===== config.mk =====
export PLATFORM = sky130hd
export DESIGN_NAME = ftm_period_monitor
export DESIGN_NICKNAME = d
export VERILOG_FILES = /design/src/design/ftm_pkg.sv /design/src/design/ftm_period_monitor.sv /design/src/design/ftm_glitch_filter.sv
export SDC_FILE = /design/constraint.sdc
export NUM_CORES = 1
export LEC_CHECK = 0
export BUFFER_PORTS_ARGS = -buffer_cell sky130_fd_sc_hd__buf_2
export CAP_MARGIN = 20
export CORE_MARGIN = 8
export CORE_UTILIZATION = 30
export CTS_CLUSTER_DIAMETER = 100
export DETAILED_ROUTE_END_ITERATION = 16
export PLACE_DENSITY = 0.58
export SLEW_MARGIN = 20
export SYNTH_ARGS = -nofsm -noshare
export SYNTH_HDL_FRONTEND = slang
export SYNTH_HIERARCHICAL = 1
export SYNTH_SLANG_ARGS = --single-unit

===== constraint.sdc =====
create_clock -name ref_clk -period 2.35 [get_ports ref_clk]
set_input_delay 0.3525 -clock ref_clk [delete_from_list [all_inputs] [get_ports ref_clk]]
set_output_delay 0.3525 -clock ref_clk [all_outputs]
set_load 0.01 [all_outputs]

===== src/design/ftm_pkg.sv =====
/*
  ftm_pkg: register offsets, field positions, reset values and timing
  constants of the fan tachometer period monitor.
  assumes a 200 MHz system clock and an 8-bit register port.
*/
package ftm_pkg;

  // register offsets on the plain register port
  localparam logic [1:0] FTM_OFS_THRESHOLD = 2'h0;
  localparam logic [1:0] FTM_OFS_READING   = 2'h1;
  localparam logic [1:0] FTM_OFS_CTRL      = 2'h2;
  localparam logic [1:0] FTM_OFS_IRQ_STAT  = 2'h3;

  // control / status field positions
  localparam int FTM_BIT_READY    = 0;
  localparam int FTM_BIT_OVER_THR = 1;
  localparam int FTM_BIT_OVERFLOW = 2;
  localparam int FTM_BIT_IRQ_EN   = 3;
  localparam int FTM_BIT_FILT_DIS = 4;
  localparam int FTM_BIT_CSEL_LO  = 5;

  // reset values
  localparam logic [7:0] FTM_RST_THRESHOLD = 8'hFF;
  localparam logic [1:0] FTM_RST_CSEL      = 2'h1;

  // clock select codes
  localparam logic [1:0] FTM_CSEL_16K = 2'h0;
  localparam logic [1:0] FTM_CSEL_8K  = 2'h1;
  localparam logic [1:0] FTM_CSEL_4K  = 2'h2;
  localparam logic [1:0] FTM_CSEL_2K  = 2'h3;

  // timing
  localparam int FTM_SYS_CLK_HZ    = 200_000_000;
  localparam int FTM_FILT_CLK_HZ   = 32_000;
  localparam int FTM_FILT_MIN_US   = 750;
  // least pulse width in filter ticks, rounded up
  localparam int FTM_FILT_TICKS =
    (FTM_FILT_MIN_US * (FTM_FILT_CLK_HZ / 1000) + 999) / 1000;

  typedef struct packed {
    logic [1:0] addr;
    logic [7:0] wdata;
    logic       wr;
    logic       rd;
  } ftm_req_s;

  typedef struct packed {
    logic [4:0] cnt;
    logic       level;
  } ftm_filt_s;

  typedef struct packed {
    logic [7:0] threshold;
    logic [7:0] reading;
    logic [7:0] counter;
    logic [1:0] csel;
    logic       filt_dis;
    logic       irq_en;
    logic       overflow;
    logic       over_thr;
    logic       ready;
    logic       irq_mask_ovf;
    logic       irq_mask_thr;
    logic       tach_prev;
    logic       armed;
    logic [7:0] rdata;
    logic       irq;
  } ftm_state_s;

endpackage


===== src/design/ftm_period_monitor.sv =====
/*
  ftm_period_monitor: fan tachometer period monitor with three 8-bit
  registers plus an interrupt mask register.
  assumes enables for 16/8/4/2/32 KHz and the monitor enable come from
  surrounding device logic, all synchronous to ref_clk.
*/
module ftm_period_monitor
  import ftm_pkg::*;
(
  input  wire logic       ref_clk,
  input  wire logic       rst_n,
  input  wire logic       mon_en,
  input  wire logic       tick_16k,
  input  wire logic       tick_8k,
  input  wire logic       tick_4k,
  input  wire logic       tick_2k,
  input  wire logic       tick_32k,
  input  wire logic       tach_pulse_in,
  input  wire logic [1:0] reg_addr,
  input  wire logic [7:0] reg_wdata,
  input  wire logic       reg_wr,
  input  wire logic       reg_rd,
  output logic      [7:0] reg_rdata,
  output logic            irq
);
  import ftm_pkg::*;

  ftm_state_s st_ff;
  ftm_state_s nxt_st;
  ftm_req_s   req;
  logic       tach_filt;
  logic       tach_sel;
  logic       count_tick;
  logic       rise;
  logic       wr_ctrl;
  logic       rd_speed;
  logic       ovf_evt;
  logic       thr_evt;

  function automatic logic [7:0] ctrl_word(input ftm_state_s s);
    ctrl_word = {1'b0, s.csel, s.filt_dis, s.irq_en,
                 s.overflow, s.over_thr, s.ready};
  endfunction

  ftm_glitch_filter u_filt (
    .ref_clk  (ref_clk),
    .rst_n    (rst_n),
    .tick_en  (tick_32k),
    .raw_in   (tach_pulse_in),
    .filt_out (tach_filt)
  );

  always_comb begin
    req = '{addr: reg_addr, wdata: reg_wdata, wr: reg_wr, rd: reg_rd};
  end

  // filter choice inputs taken as synchronous
  assign tach_sel = st_ff.filt_dis ? tach_pulse_in : tach_filt;

  always_comb begin
    case (st_ff.csel)
      FTM_CSEL_16K: count_tick = tick_16k;
      FTM_CSEL_8K:  count_tick = tick_8k;
      FTM_CSEL_4K:  count_tick = tick_4k;
      FTM_CSEL_2K:  count_tick = tick_2k;
      default:      count_tick = 1'b0;
    endcase
  end

  assign rise     = tach_sel & ~st_ff.tach_prev;
  assign wr_ctrl  = req.wr && req.addr == FTM_OFS_CTRL;
  assign rd_speed = req.rd && req.addr == FTM_OFS_READING;
  // count stalls while overflow stands, resumes once cleared
  assign ovf_evt  = mon_en && !st_ff.overflow && count_tick &&
                    st_ff.counter == 8'hFF && !rise;
  assign thr_evt  = mon_en && st_ff.armed && rise && !st_ff.over_thr &&
                    st_ff.counter > st_ff.threshold;

  always_comb begin
    nxt_st = st_ff;
    nxt_st.tach_prev = tach_sel;
    nxt_st.rdata = 8'h00;
    // register writes; csel and filter held by software while on
    if (req.wr) begin
      case (req.addr)
        FTM_OFS_THRESHOLD: nxt_st.threshold = req.wdata;
        FTM_OFS_CTRL: begin
          nxt_st.csel     = req.wdata[FTM_BIT_CSEL_LO +: 2];
          nxt_st.filt_dis = req.wdata[FTM_BIT_FILT_DIS];
          nxt_st.irq_en   = req.wdata[FTM_BIT_IRQ_EN];
          if (req.wdata[FTM_BIT_OVERFLOW]) nxt_st.overflow = 1'b0;
          if (req.wdata[FTM_BIT_OVER_THR]) nxt_st.over_thr = 1'b0;
        end
        FTM_OFS_IRQ_STAT: begin
          nxt_st.irq_mask_ovf = req.wdata[FTM_BIT_OVERFLOW];
          nxt_st.irq_mask_thr = req.wdata[FTM_BIT_OVER_THR];
        end
        default: ;
      endcase
    end
    if (req.rd) begin
      case (req.addr)
        FTM_OFS_THRESHOLD: nxt_st.rdata = st_ff.threshold;
        FTM_OFS_READING:   nxt_st.rdata = st_ff.reading;
        FTM_OFS_CTRL:      nxt_st.rdata = ctrl_word(st_ff);
        FTM_OFS_IRQ_STAT:  nxt_st.rdata = {5'h00, st_ff.irq_mask_ovf,
                                           st_ff.irq_mask_thr, 1'b0};
        default:           nxt_st.rdata = 8'h00;
      endcase
    end
    if (rd_speed) nxt_st.ready = 1'b0;
    if (!mon_en) begin
      // disabled: zeroed and disarmed
      nxt_st.counter = 8'h00;
      nxt_st.reading = 8'h00;
      nxt_st.armed   = 1'b0;
    end else if (!st_ff.overflow || (wr_ctrl &&
                 req.wdata[FTM_BIT_OVERFLOW])) begin
      if (rise && !st_ff.armed) begin
        // first edge only starts the count
        nxt_st.counter = 8'h00;
        nxt_st.armed   = 1'b1;
      end else if (rise && st_ff.armed && !st_ff.over_thr) begin
        nxt_st.reading = st_ff.counter;
        nxt_st.counter = 8'h00;
        nxt_st.ready   = 1'b1;
      end else if (ovf_evt) begin
        nxt_st.reading = 8'h00;
        nxt_st.counter = 8'h00;
        nxt_st.armed   = 1'b0;
      end else if (count_tick && st_ff.armed) begin
        nxt_st.counter = st_ff.counter + 8'h01;
      end
    end
    // sets win over same-cycle clears
    if (thr_evt) nxt_st.over_thr = 1'b1;
    if (ovf_evt) begin
      nxt_st.overflow = 1'b1;
      nxt_st.ready    = 1'b0;
    end
    // mask of zero passes an event; mask register defaults open
    nxt_st.irq = nxt_st.irq_en &&
                 ((nxt_st.overflow && !nxt_st.irq_mask_ovf) ||
                  (nxt_st.over_thr && !nxt_st.irq_mask_thr));
  end

  always_ff @(posedge ref_clk) begin
    if (!rst_n) begin
      st_ff           <= '0;
      st_ff.threshold <= FTM_RST_THRESHOLD;
      st_ff.csel      <= FTM_RST_CSEL;
    end else begin
      st_ff <= nxt_st;
    end
  end

  assign reg_rdata = st_ff.rdata;
  assign irq       = st_ff.irq;

  a_ovf_sets_flag: assert property (@(posedge ref_clk) disable iff (!rst_n)
    ovf_evt |=> st_ff.overflow && st_ff.reading == 8'h00 && !st_ff.ready)
    else $error("overflow event did not set flag or clear reading");

  a_ovf_sticky: assert property (@(posedge ref_clk) disable iff (!rst_n)
    st_ff.overflow && !(wr_ctrl && req.wdata[FTM_BIT_OVERFLOW])
      |=> st_ff.overflow)
    else $error("overflow flag dropped without a clear");

  // disable and overflow still zero the reading while the flag stands
  a_thr_sticky: assert property (@(posedge ref_clk) disable iff (!rst_n)
    st_ff.over_thr && mon_en && !ovf_evt &&
      !(wr_ctrl && req.wdata[FTM_BIT_OVER_THR])
      |=> st_ff.over_thr && $stable(st_ff.reading))
    else $error("over-threshold flag or reading changed");

  a_thr_sets: assert property (@(posedge ref_clk) disable iff (!rst_n)
    thr_evt |=> st_ff.over_thr)
    else $error("count above threshold missed");

  a_capture_cnt: assert property (@(posedge ref_clk) disable iff (!rst_n)
    mon_en && rise && st_ff.armed && !st_ff.over_thr && !st_ff.overflow
      |=> st_ff.reading == $past(st_ff.counter) && st_ff.counter == 8'h00
          && st_ff.ready)
    else $error("capture did not load reading");

  a_read_clears: assert property (@(posedge ref_clk) disable iff (!rst_n)
    rd_speed && !(mon_en && rise) |=> !st_ff.ready)
    else $error("speed read did not clear ready");

  a_irq_level: assert property (@(posedge ref_clk) disable iff (!rst_n)
    st_ff.irq_en && st_ff.overflow && !st_ff.irq_mask_ovf |-> ##1 1'b1
      ##0 ($past(irq) || irq))
    else $error("interrupt not raised");

  a_irq_off: assert property (@(posedge ref_clk) disable iff (!rst_n)
    !st_ff.irq_en |-> !irq)
    else $error("interrupt raised while disabled");

  a_disabled_zero: assert property (@(posedge ref_clk) disable iff (!rst_n)
    !mon_en ##1 !mon_en |-> st_ff.counter == 8'h00 &&
      st_ff.reading == 8'h00)
    else $error("counter or reading not zero while disabled");

endmodule


===== src/design/ftm_glitch_filter.sv =====
/*
  ftm_glitch_filter: drops tachometer pulses shorter than the least
  width, sampled on a 32 KHz tick enable.
  assumes tick_en is a one-cycle pulse in the ref_clk domain.
*/
module ftm_glitch_filter
  import ftm_pkg::*;
(
  input  wire logic ref_clk,
  input  wire logic rst_n,
  input  wire logic tick_en,
  input  wire logic raw_in,
  output logic      filt_out
);
  import ftm_pkg::*;

  ftm_filt_s st_ff;
  ftm_filt_s nxt_st;
  localparam logic [4:0] HOLD_TICKS = 5'(FTM_FILT_TICKS);

  always_comb begin
    nxt_st = st_ff;
    if (tick_en) begin
      // a level must hold for the whole window before it passes
      if (raw_in == st_ff.level) begin
        nxt_st.cnt = '0;
      end else if (st_ff.cnt >= HOLD_TICKS - 5'h1) begin
        nxt_st.level = raw_in;
        nxt_st.cnt   = '0;
      end else begin
        nxt_st.cnt = st_ff.cnt + 5'h1;
      end
    end
  end

  always_ff @(posedge ref_clk) begin
    if (!rst_n) begin
      st_ff <= '0;
    end else begin
      st_ff <= nxt_st;
    end
  end

  assign filt_out = st_ff.level;

endmodule


==> results of run 1 <==
[how the worst min path moves through the flow]
stage,from,endpoint,slack (ns),depth (start not counted)
CTS,reg_wdata[0],st_ff[36],0.26,3
global placement,st_ff[13],st_ff[13],0.47,2
floorplan,st_ff[13],reg_rdata[0],0.45,2
global route,reg_wdata[0],st_ff[36],0.29,3
finish,reg_wdata[0],st_ff[36],0.28,3
detailed placement,st_ff[13],reg_rdata[0],0.47,2
[flip-flops by register name (all words and copies together), names as in the netlist]
name / flops
irq: 1
reg_rdata: 8
st_ff: 35
u_filt/filt_out: 1
u_filt/st_ff: 5
[cells in the final DEF (no fill, tap or decap), types with 4 or more instances in the layout]
cell type	count
o21ai_0	6
ha_1	10
a21boi_0	4
o21ai_1	4
a21oi_1	8
dfxtp_1	50
nor2_1	27
nor2b_1	6
mux2i_1	12
a22oi_1	8
buf_2	29
nand2_1	40
clkbuf_8	5
buf_4	16
nand4b_1	4
o211ai_1	10
nand4_1	4
nand3_1	15
inv_1	16
[cells by family after synthesis]
logic type	synth area share [%]
multiplexers	7.78
adder cells (fa/ha/maj)	4.80
buffers and inverters	6.24
AO/OA/AOI/OAI	20.4
XOR/XNOR	0.625
flip-flops	38.4
AND/OR/NAND/NOR	21.7
[per-stage QoR]
stage	hold WS [ns]	setup WS, ns	utilization (%)
after floorplan	0.448	0.421	-
after global placement	0.466	0.320	33.9
after detailed placement	0.472	0.245	33.9
after CTS	0.256	0.216	35.0
after global routing	0.286	0.0434	35.0
final	0.279	0.212	35.0
[cell type report]
class	instances	area (µm²)	share of cell area, %
Clock inverter	2	13.8	0.460
Sequential cell	50	1000	33.5
Tap cell	108	135	4.52
Multi-Input combinational cell	210	1440	48.2
Clock buffer	6	72.6	2.43
Inverter	16	60.1	2.01
Timing Repair Buffer	45	265	8.87
[critical path, stage by stage, from the launching register on]
cell       delay [ns]
dfxtp_1          0.42
ha_1             0.22
nand3_1          0.23
a2111oi_4        0.44
a31oi_2          0.16
buf_4            0.20
nand3_1          0.19
o221ai_1         0.14
[metal layers]
metal	track usage (%)	wire length, µm	up-vias
li1	-	-	1125
met1	15.5	3110	1026
met2	17.9	2960	38
met3	2.13	289	4
met4	2.89	53	0
met5	0	0	-
[Yosys cell counts, drive strengths merged, types with 2 or more instances]
library cell / n
nor2b: 6
and3: 3
a211oi: 4
o2111ai: 3
o21ai: 10
nor3b: 2
mux2i: 12
a22oi: 8
dfxtp: 50
and4b: 2
and2: 4
o211ai: 10
nor2: 27
buf: 14
nand4b: 4
nand4: 4
nor3: 3
nand2b: 2
nand2: 40
nand3: 15
a21boi: 7
ha: 10
inv: 16
a21oi: 8
o221ai: 3
a2111oi: 2
nor4: 2
mux4: 3
clkbuf: 4
[power groups by stage]
stage	sequential, W	combinational (W)	clock, W
2_1_floorplan	0.000891	0.0000943	0
3_3_place_gp	0.000893	0.000145	0
3_5_place_dp	0.000893	0.000146	0
4_1_cts	0.000873	0.000147	0.000521
5_1_grt	0.000876	0.000163	0.000557
6_report	0.000873	0.000147	0.000498
==> impl_results.md, run 1 <==
- Total clock buffers created by CTS: 5
- # DRC: 0
- Pwr Density: just over 500 nW/µm²
- Library cell with the largest summed area after synthesis: dfxtp_1
- Sequential cell area fraction in the yosys report: 38.4%
- Wire length after detailed routing: ~6400 µm
- Die span in x: ~110 µm
- Maximum clock frequency: around 470 MHz
- Cells after Synth: approximately 290
- Critical path class: flop to flop
- Final standard cell area without fillers: 2990 µm²
- Antenna violations before repair: 0
- Global-route wire length before repair: around 11000 µm
- Number of storage elements in the synthesis netlist: 50
- Kind of launch point of the worst setup path: flop
- Setup slack, reg-to-reg: 0.21 ns
- Synth cell types: 54
- Vias in the first global route: 2100
- Initial DRC count: 130
- Net Count, Synth: ~330
- Hold Violations, Final: 0
- Clk Tree Root Cell: clkbuf_8
- Share of the clock period used by the worst path: about nine tenths
- Hold-fix buffer count after cts: 0
- Leakage component of the power: approximately 1.2 nW
- Crit Reg-Reg Endpoint: st_ff[27]
- Worst endpoint data arrival time: between 2 and 2.5 ns
- Deepest clock path buffer count: 2
- Worst slew margin relative to its limit: 69.3%
- Switching Fraction: ~25%
- Detailed Routing Iterations Pass 1: 4
- Io pins: 30
- Final Setup Violations: 0
- Status: complete, no violations
- Wire per inst: approximately 15 µm
- Mapped cell area: roughly 2600 µm²
- Count of flip-flops with a built-in enable after synthesis: 0
- Largest net degree at the start of global routing: 31
- Final Wtd Congestion: 0.857
- Combinational share of power: roughly a tenth
- Routed vias: about 2200
- IR drop worst, VDD: roughly 0.23 mV
- End of the critical path: st_ff[27]
- Post-layout nets: around 360
- Setup crit end kind: flop
- Final clock skew: approximately 0.011 ns
- Final standard cell count with taps included and fillers excluded: between 400 and 500
- Leftover overflow at the end of global routing: 0
- Number of H-tree levels: 2
- Worst min-delay path class: input pin to flop
- Port buffer count: 29
- Post-cts sizing count: 0
- Synth warn: 6
- Clock network fraction of total power: roughly a third
- Vias per Instance: about 5.0
- Net switching power: ~0.00038 W
- Clk Latency, worst-skew pair: 0.30 ns
- Die Ht: approximately 110 µm
- Worst endpoint required time: about 2.5 ns
- Count of maximum capacitance violations: 0
- Worst setup path startpoint: st_ff[21]
- Share of synthesized registers carrying an async set or reset: 0%
- Area of the die: approximately 12000 µm²
- Sequential power share: a little under three fifths
- Starting utilization of the core area: a little under a third
- Leading register cell type out of synthesis: dfxtp_1
- Buffers inserted by post-CTS timing repair: 0
- Area of the placeable core: roughly 8600 µm²
- Layout cell share with drive strength beyond 1: approximately a fifth
- Num Clock Sinks: 50
- Maximum fanout along the worst path: 12
- TritonCTS clock tree: built
- Cell types occupying the most area after synthesis: dfxtp_1 (38%), nand2_1 (5.8%), ha_1 (4.8%)
- Layout Area Growth over Synthesis: 14.7%
- Total chip power: roughly 0.0015 W
- Standard cell area after detailed placement: 2900 µm²
- Max Transition Viols Final: 0
- Placed cell count: between 400 and 500
- Gr usage total: a little under an eighth
- Post-route minimum period: approximately 2.1 ns
- Transition time of the tightest slew-check pin: ~0.46 ns
- Remaining antenna violation count after routing: 0
- Setup repair after global routing missed its margin: no
- Number of diodes added for antenna fixing: 0
- Startpoint of the lowest-slack register-to-register path: st_ff[21]
- Estimated wirelength of the detail-placed design: a little under 5000 µm
- Reg2Reg Depth: 7
- Fraction of synthesized cell area taken by the top area cell type: 38.4%
- Clock slew at the register clock pins of the worst setup and hold paths: approximately 0.090 ns
- Count of standard-cell rows: 34
- Internal power: about 0.0011 W
- Fillers: roughly 890
- Average size of a mapped cell: slightly below 9 µm²
- Summed negative setup slack over all endpoints: 0 ns
(Power assumes the default switching activity.)
==> run 2: changes to the inputs <==
--- a/config.mk
+++ b/config.mk
@@ -15,5 +15,4 @@
 export SLEW_MARGIN = 20
 export SYNTH_ARGS = -nofsm -noshare
 export SYNTH_HDL_FRONTEND = slang
-export SYNTH_HIERARCHICAL = 1
 export SYNTH_SLANG_ARGS = --single-unit
==> impl_results.md, run 2 <==
- Register name with the most flops: st_ff
- Final Setup Violations: 0
- Leakage component of the power: approximately 1.2 nW
- Number of diodes added for antenna fixing: 0
- Worst endpoint data arrival time: between 2 and 2.5 ns
- Starting utilization of the core area: a little under a third
- Setup slack, reg-to-reg: ~0.2 ns
- Setup crit end kind: flop
- Net Count, Synth: ~300
- Largest net degree at the start of global routing: 23
- Die Ht: around 110 µm
- Area of the die: 11400 µm²
- Total clock buffers created by CTS: 5
- Remaining antenna violation count after routing: 0
- # DRC: 0
- Setup repair after global routing missed its margin: no
- Routed vias: 2056
- Sequential cell area fraction in the yosys report: 40.3%
- Port buffer count: 29
- Synth cell types: 47
- Clk Tree Root Cell: clkbuf_8
- Buffers inserted by post-CTS timing repair: 0
- Highest-count cells in the layout ignoring fill and taps: dfxtp_1 (50), nand2_1 (32), nor2_1 (30)
- Clock network fraction of total power: a little under two fifths
- Maximum fanout along the worst path: 11
- Worst slack at placement: approximately 0.15 ns
- Die span in x: around 110 µm
- Maximum clock frequency: 466 MHz
- Worst slew margin relative to its limit: ~58%
- Fraction of synthesized cell area taken by the top area cell type: 40.3%
- Final standard cell area without fillers: between 2000 and 3000 µm²
- Sequential power share: 52.8%
- Post-layout nets: about 340
- Area of the placeable core: 8130 µm²
- Internal power: around 0.0013 W
- Utilization of the core after routing: between 30% and 40%
- Wire length after detailed routing: 6070 µm
- Cells after Synth: between 200 and 300
- Leftover overflow at the end of global routing: 0
- Vias in the first global route: 1979
- Pwr Density: approximately 570 nW/µm²
- Estimated wirelength of the detail-placed design: approximately 4700 µm
- Detailed Routing Iterations Pass 1: 4
- Critical path class: flop to flop
- Vias per Instance: between 4 and 5
- Combinational share of power: 8.9%
- Hold-fix buffer count after cts: 0
- Mapped cell area: between 2000 and 2500 µm²
- Share of synthesized registers carrying an async set or reset: 0%
- Wire per inst: about 15 µm
- Final clock skew: ~0.0086 ns
- Hold Violations, Final: 0
- Most instantiated cells after synthesis: dfxtp_1 (50), nand2_1 (32), nor2_1 (30)
- Number of H-tree levels: 2
- Num Clock Sinks: 50
- Io pins: 30
- Share of the clock period used by the worst path: 91.3%
- Library cell with the largest summed area after synthesis: dfxtp_1
- Post-cts sizing count: 0
- Count of flip-flops with a built-in enable after synthesis: 0
- Worst endpoint required time: roughly 2.5 ns
- Worst-case setup margin in the final layout: about 0.20 ns
- Worst min-delay path class: input pin to flop
- IR drop worst, VDD: about 0.26 mV
- Layout cell share with drive strength beyond 1: 20.5%
- Number of storage elements in the synthesis netlist: 50
- Post-route minimum period: roughly 2.1 ns
- Post-route worst hold slack: 0.257 ns
- Summed negative setup slack over all endpoints: 0 ns
- Antenna violations before repair: 0
- Average size of a mapped cell: roughly 9 µm²
- Transition time of the tightest slew-check pin: around 0.63 ns
- Cell types occupying the most area after synthesis: dfxtp_1 (40%), mux2i_1 (5.2%), ha_1 (5.0%)
- Standard cell area after detailed placement: about 2800 µm²
- Max Transition Viols Final: 0
- Net switching power: between 0.0004 and 0.0005 W
- Count of maximum capacitance violations: 0
- Final Wtd Congestion: 0.804
- Synth warn: 0
- Clk Latency, worst-skew pair: slightly above 0.3 ns
- Kind of launch point of the worst setup path: flop
- Cell with the most instances after synthesis: dfxtp_1
- Global-route wire length before repair: ~10000 µm
- Layout Area Growth over Synthesis: 16.3%
- Switching Fraction: between 20 and 25%
- Deepest clock path buffer count: 2
- Status: complete, no violations
- Clock slew at the register clock pins of the worst setup and hold paths: approximately 0.10 ns
- TritonCTS clock tree: built
- Leading register cell type out of synthesis: dfxtp_1
- Count of standard-cell rows: 33
- Initial DRC count: roughly 220
- Max reg flops: 35
- Most common cell after layout, fill and taps aside: dfxtp_1
- Gr usage total: 10.9%
-- run 2: worst paths after layout --
kind / startpoint / end / cells after the start
max: st_ff[17] / st_ff[25] / 6
max reg2reg: st_ff[17] / st_ff[25] / 6
min: reg_wdata[0] / st_ff[36] / 3
min reg2reg: st_ff[16] / reg_rdata[3] / 2
-- run 2: worst max-delay path, stage by stage (launching register included) --
cell	delay, ns
dfxtp_1	0.47
mux2_4	0.35
a2111oi_4	0.48
a31oi_2	0.24
buf_4	0.23
nand3_1	0.12
o221ai_1	0.13
-- run 2: kinds of logic after synthesis --
logic type | share of synthesized area, %
flops | 40.3
fa+ha+maj | 5.04
buf+inv | 6.00
simple gates | 19.1
compound gates | 19.0
mux | 9.13
xor+xnor | 1.41
-- run 2: final cells by class --
class / instances / area, µm²
clock buffer: 5 / 68.8
timing repair buffer: 43 / 250
clock inverter: 3 / 48.8
multi-input combinational: 194 / 1340
tap: 105 / 131
inverter: 13 / 48.8
fill: 825 / 5250
sequential: 50 / 1000
-- run 2: power by group through the flow --
stage               Combinational [W]  Clock [W]  Sequential, W
floorplan                   0.0000975          0       0.000891
finish                       0.000147   0.000635       0.000874
global placement             0.000146          0       0.000894
detailed placement           0.000147          0       0.000894
global route                 0.000164   0.000696       0.000877
CTS                          0.000148   0.000657       0.000874
-- run 2: layer usage --
metal,global-route usage [%],share of wire [%],up-vias
met3,3.24,6.4,6
met1,14.4,48,955
li1,-,-,1042
met5,0,0,-
met2,16.7,44,53
met4,3.32,1.6,0
-- run 2: through the flow --
step,cells,power (W)
finish,413,0.00166
floorplan,275,0.000989
global placement,405,0.00104
global route,413,0.00174
CTS,413,0.00168
detailed placement,405,0.00104
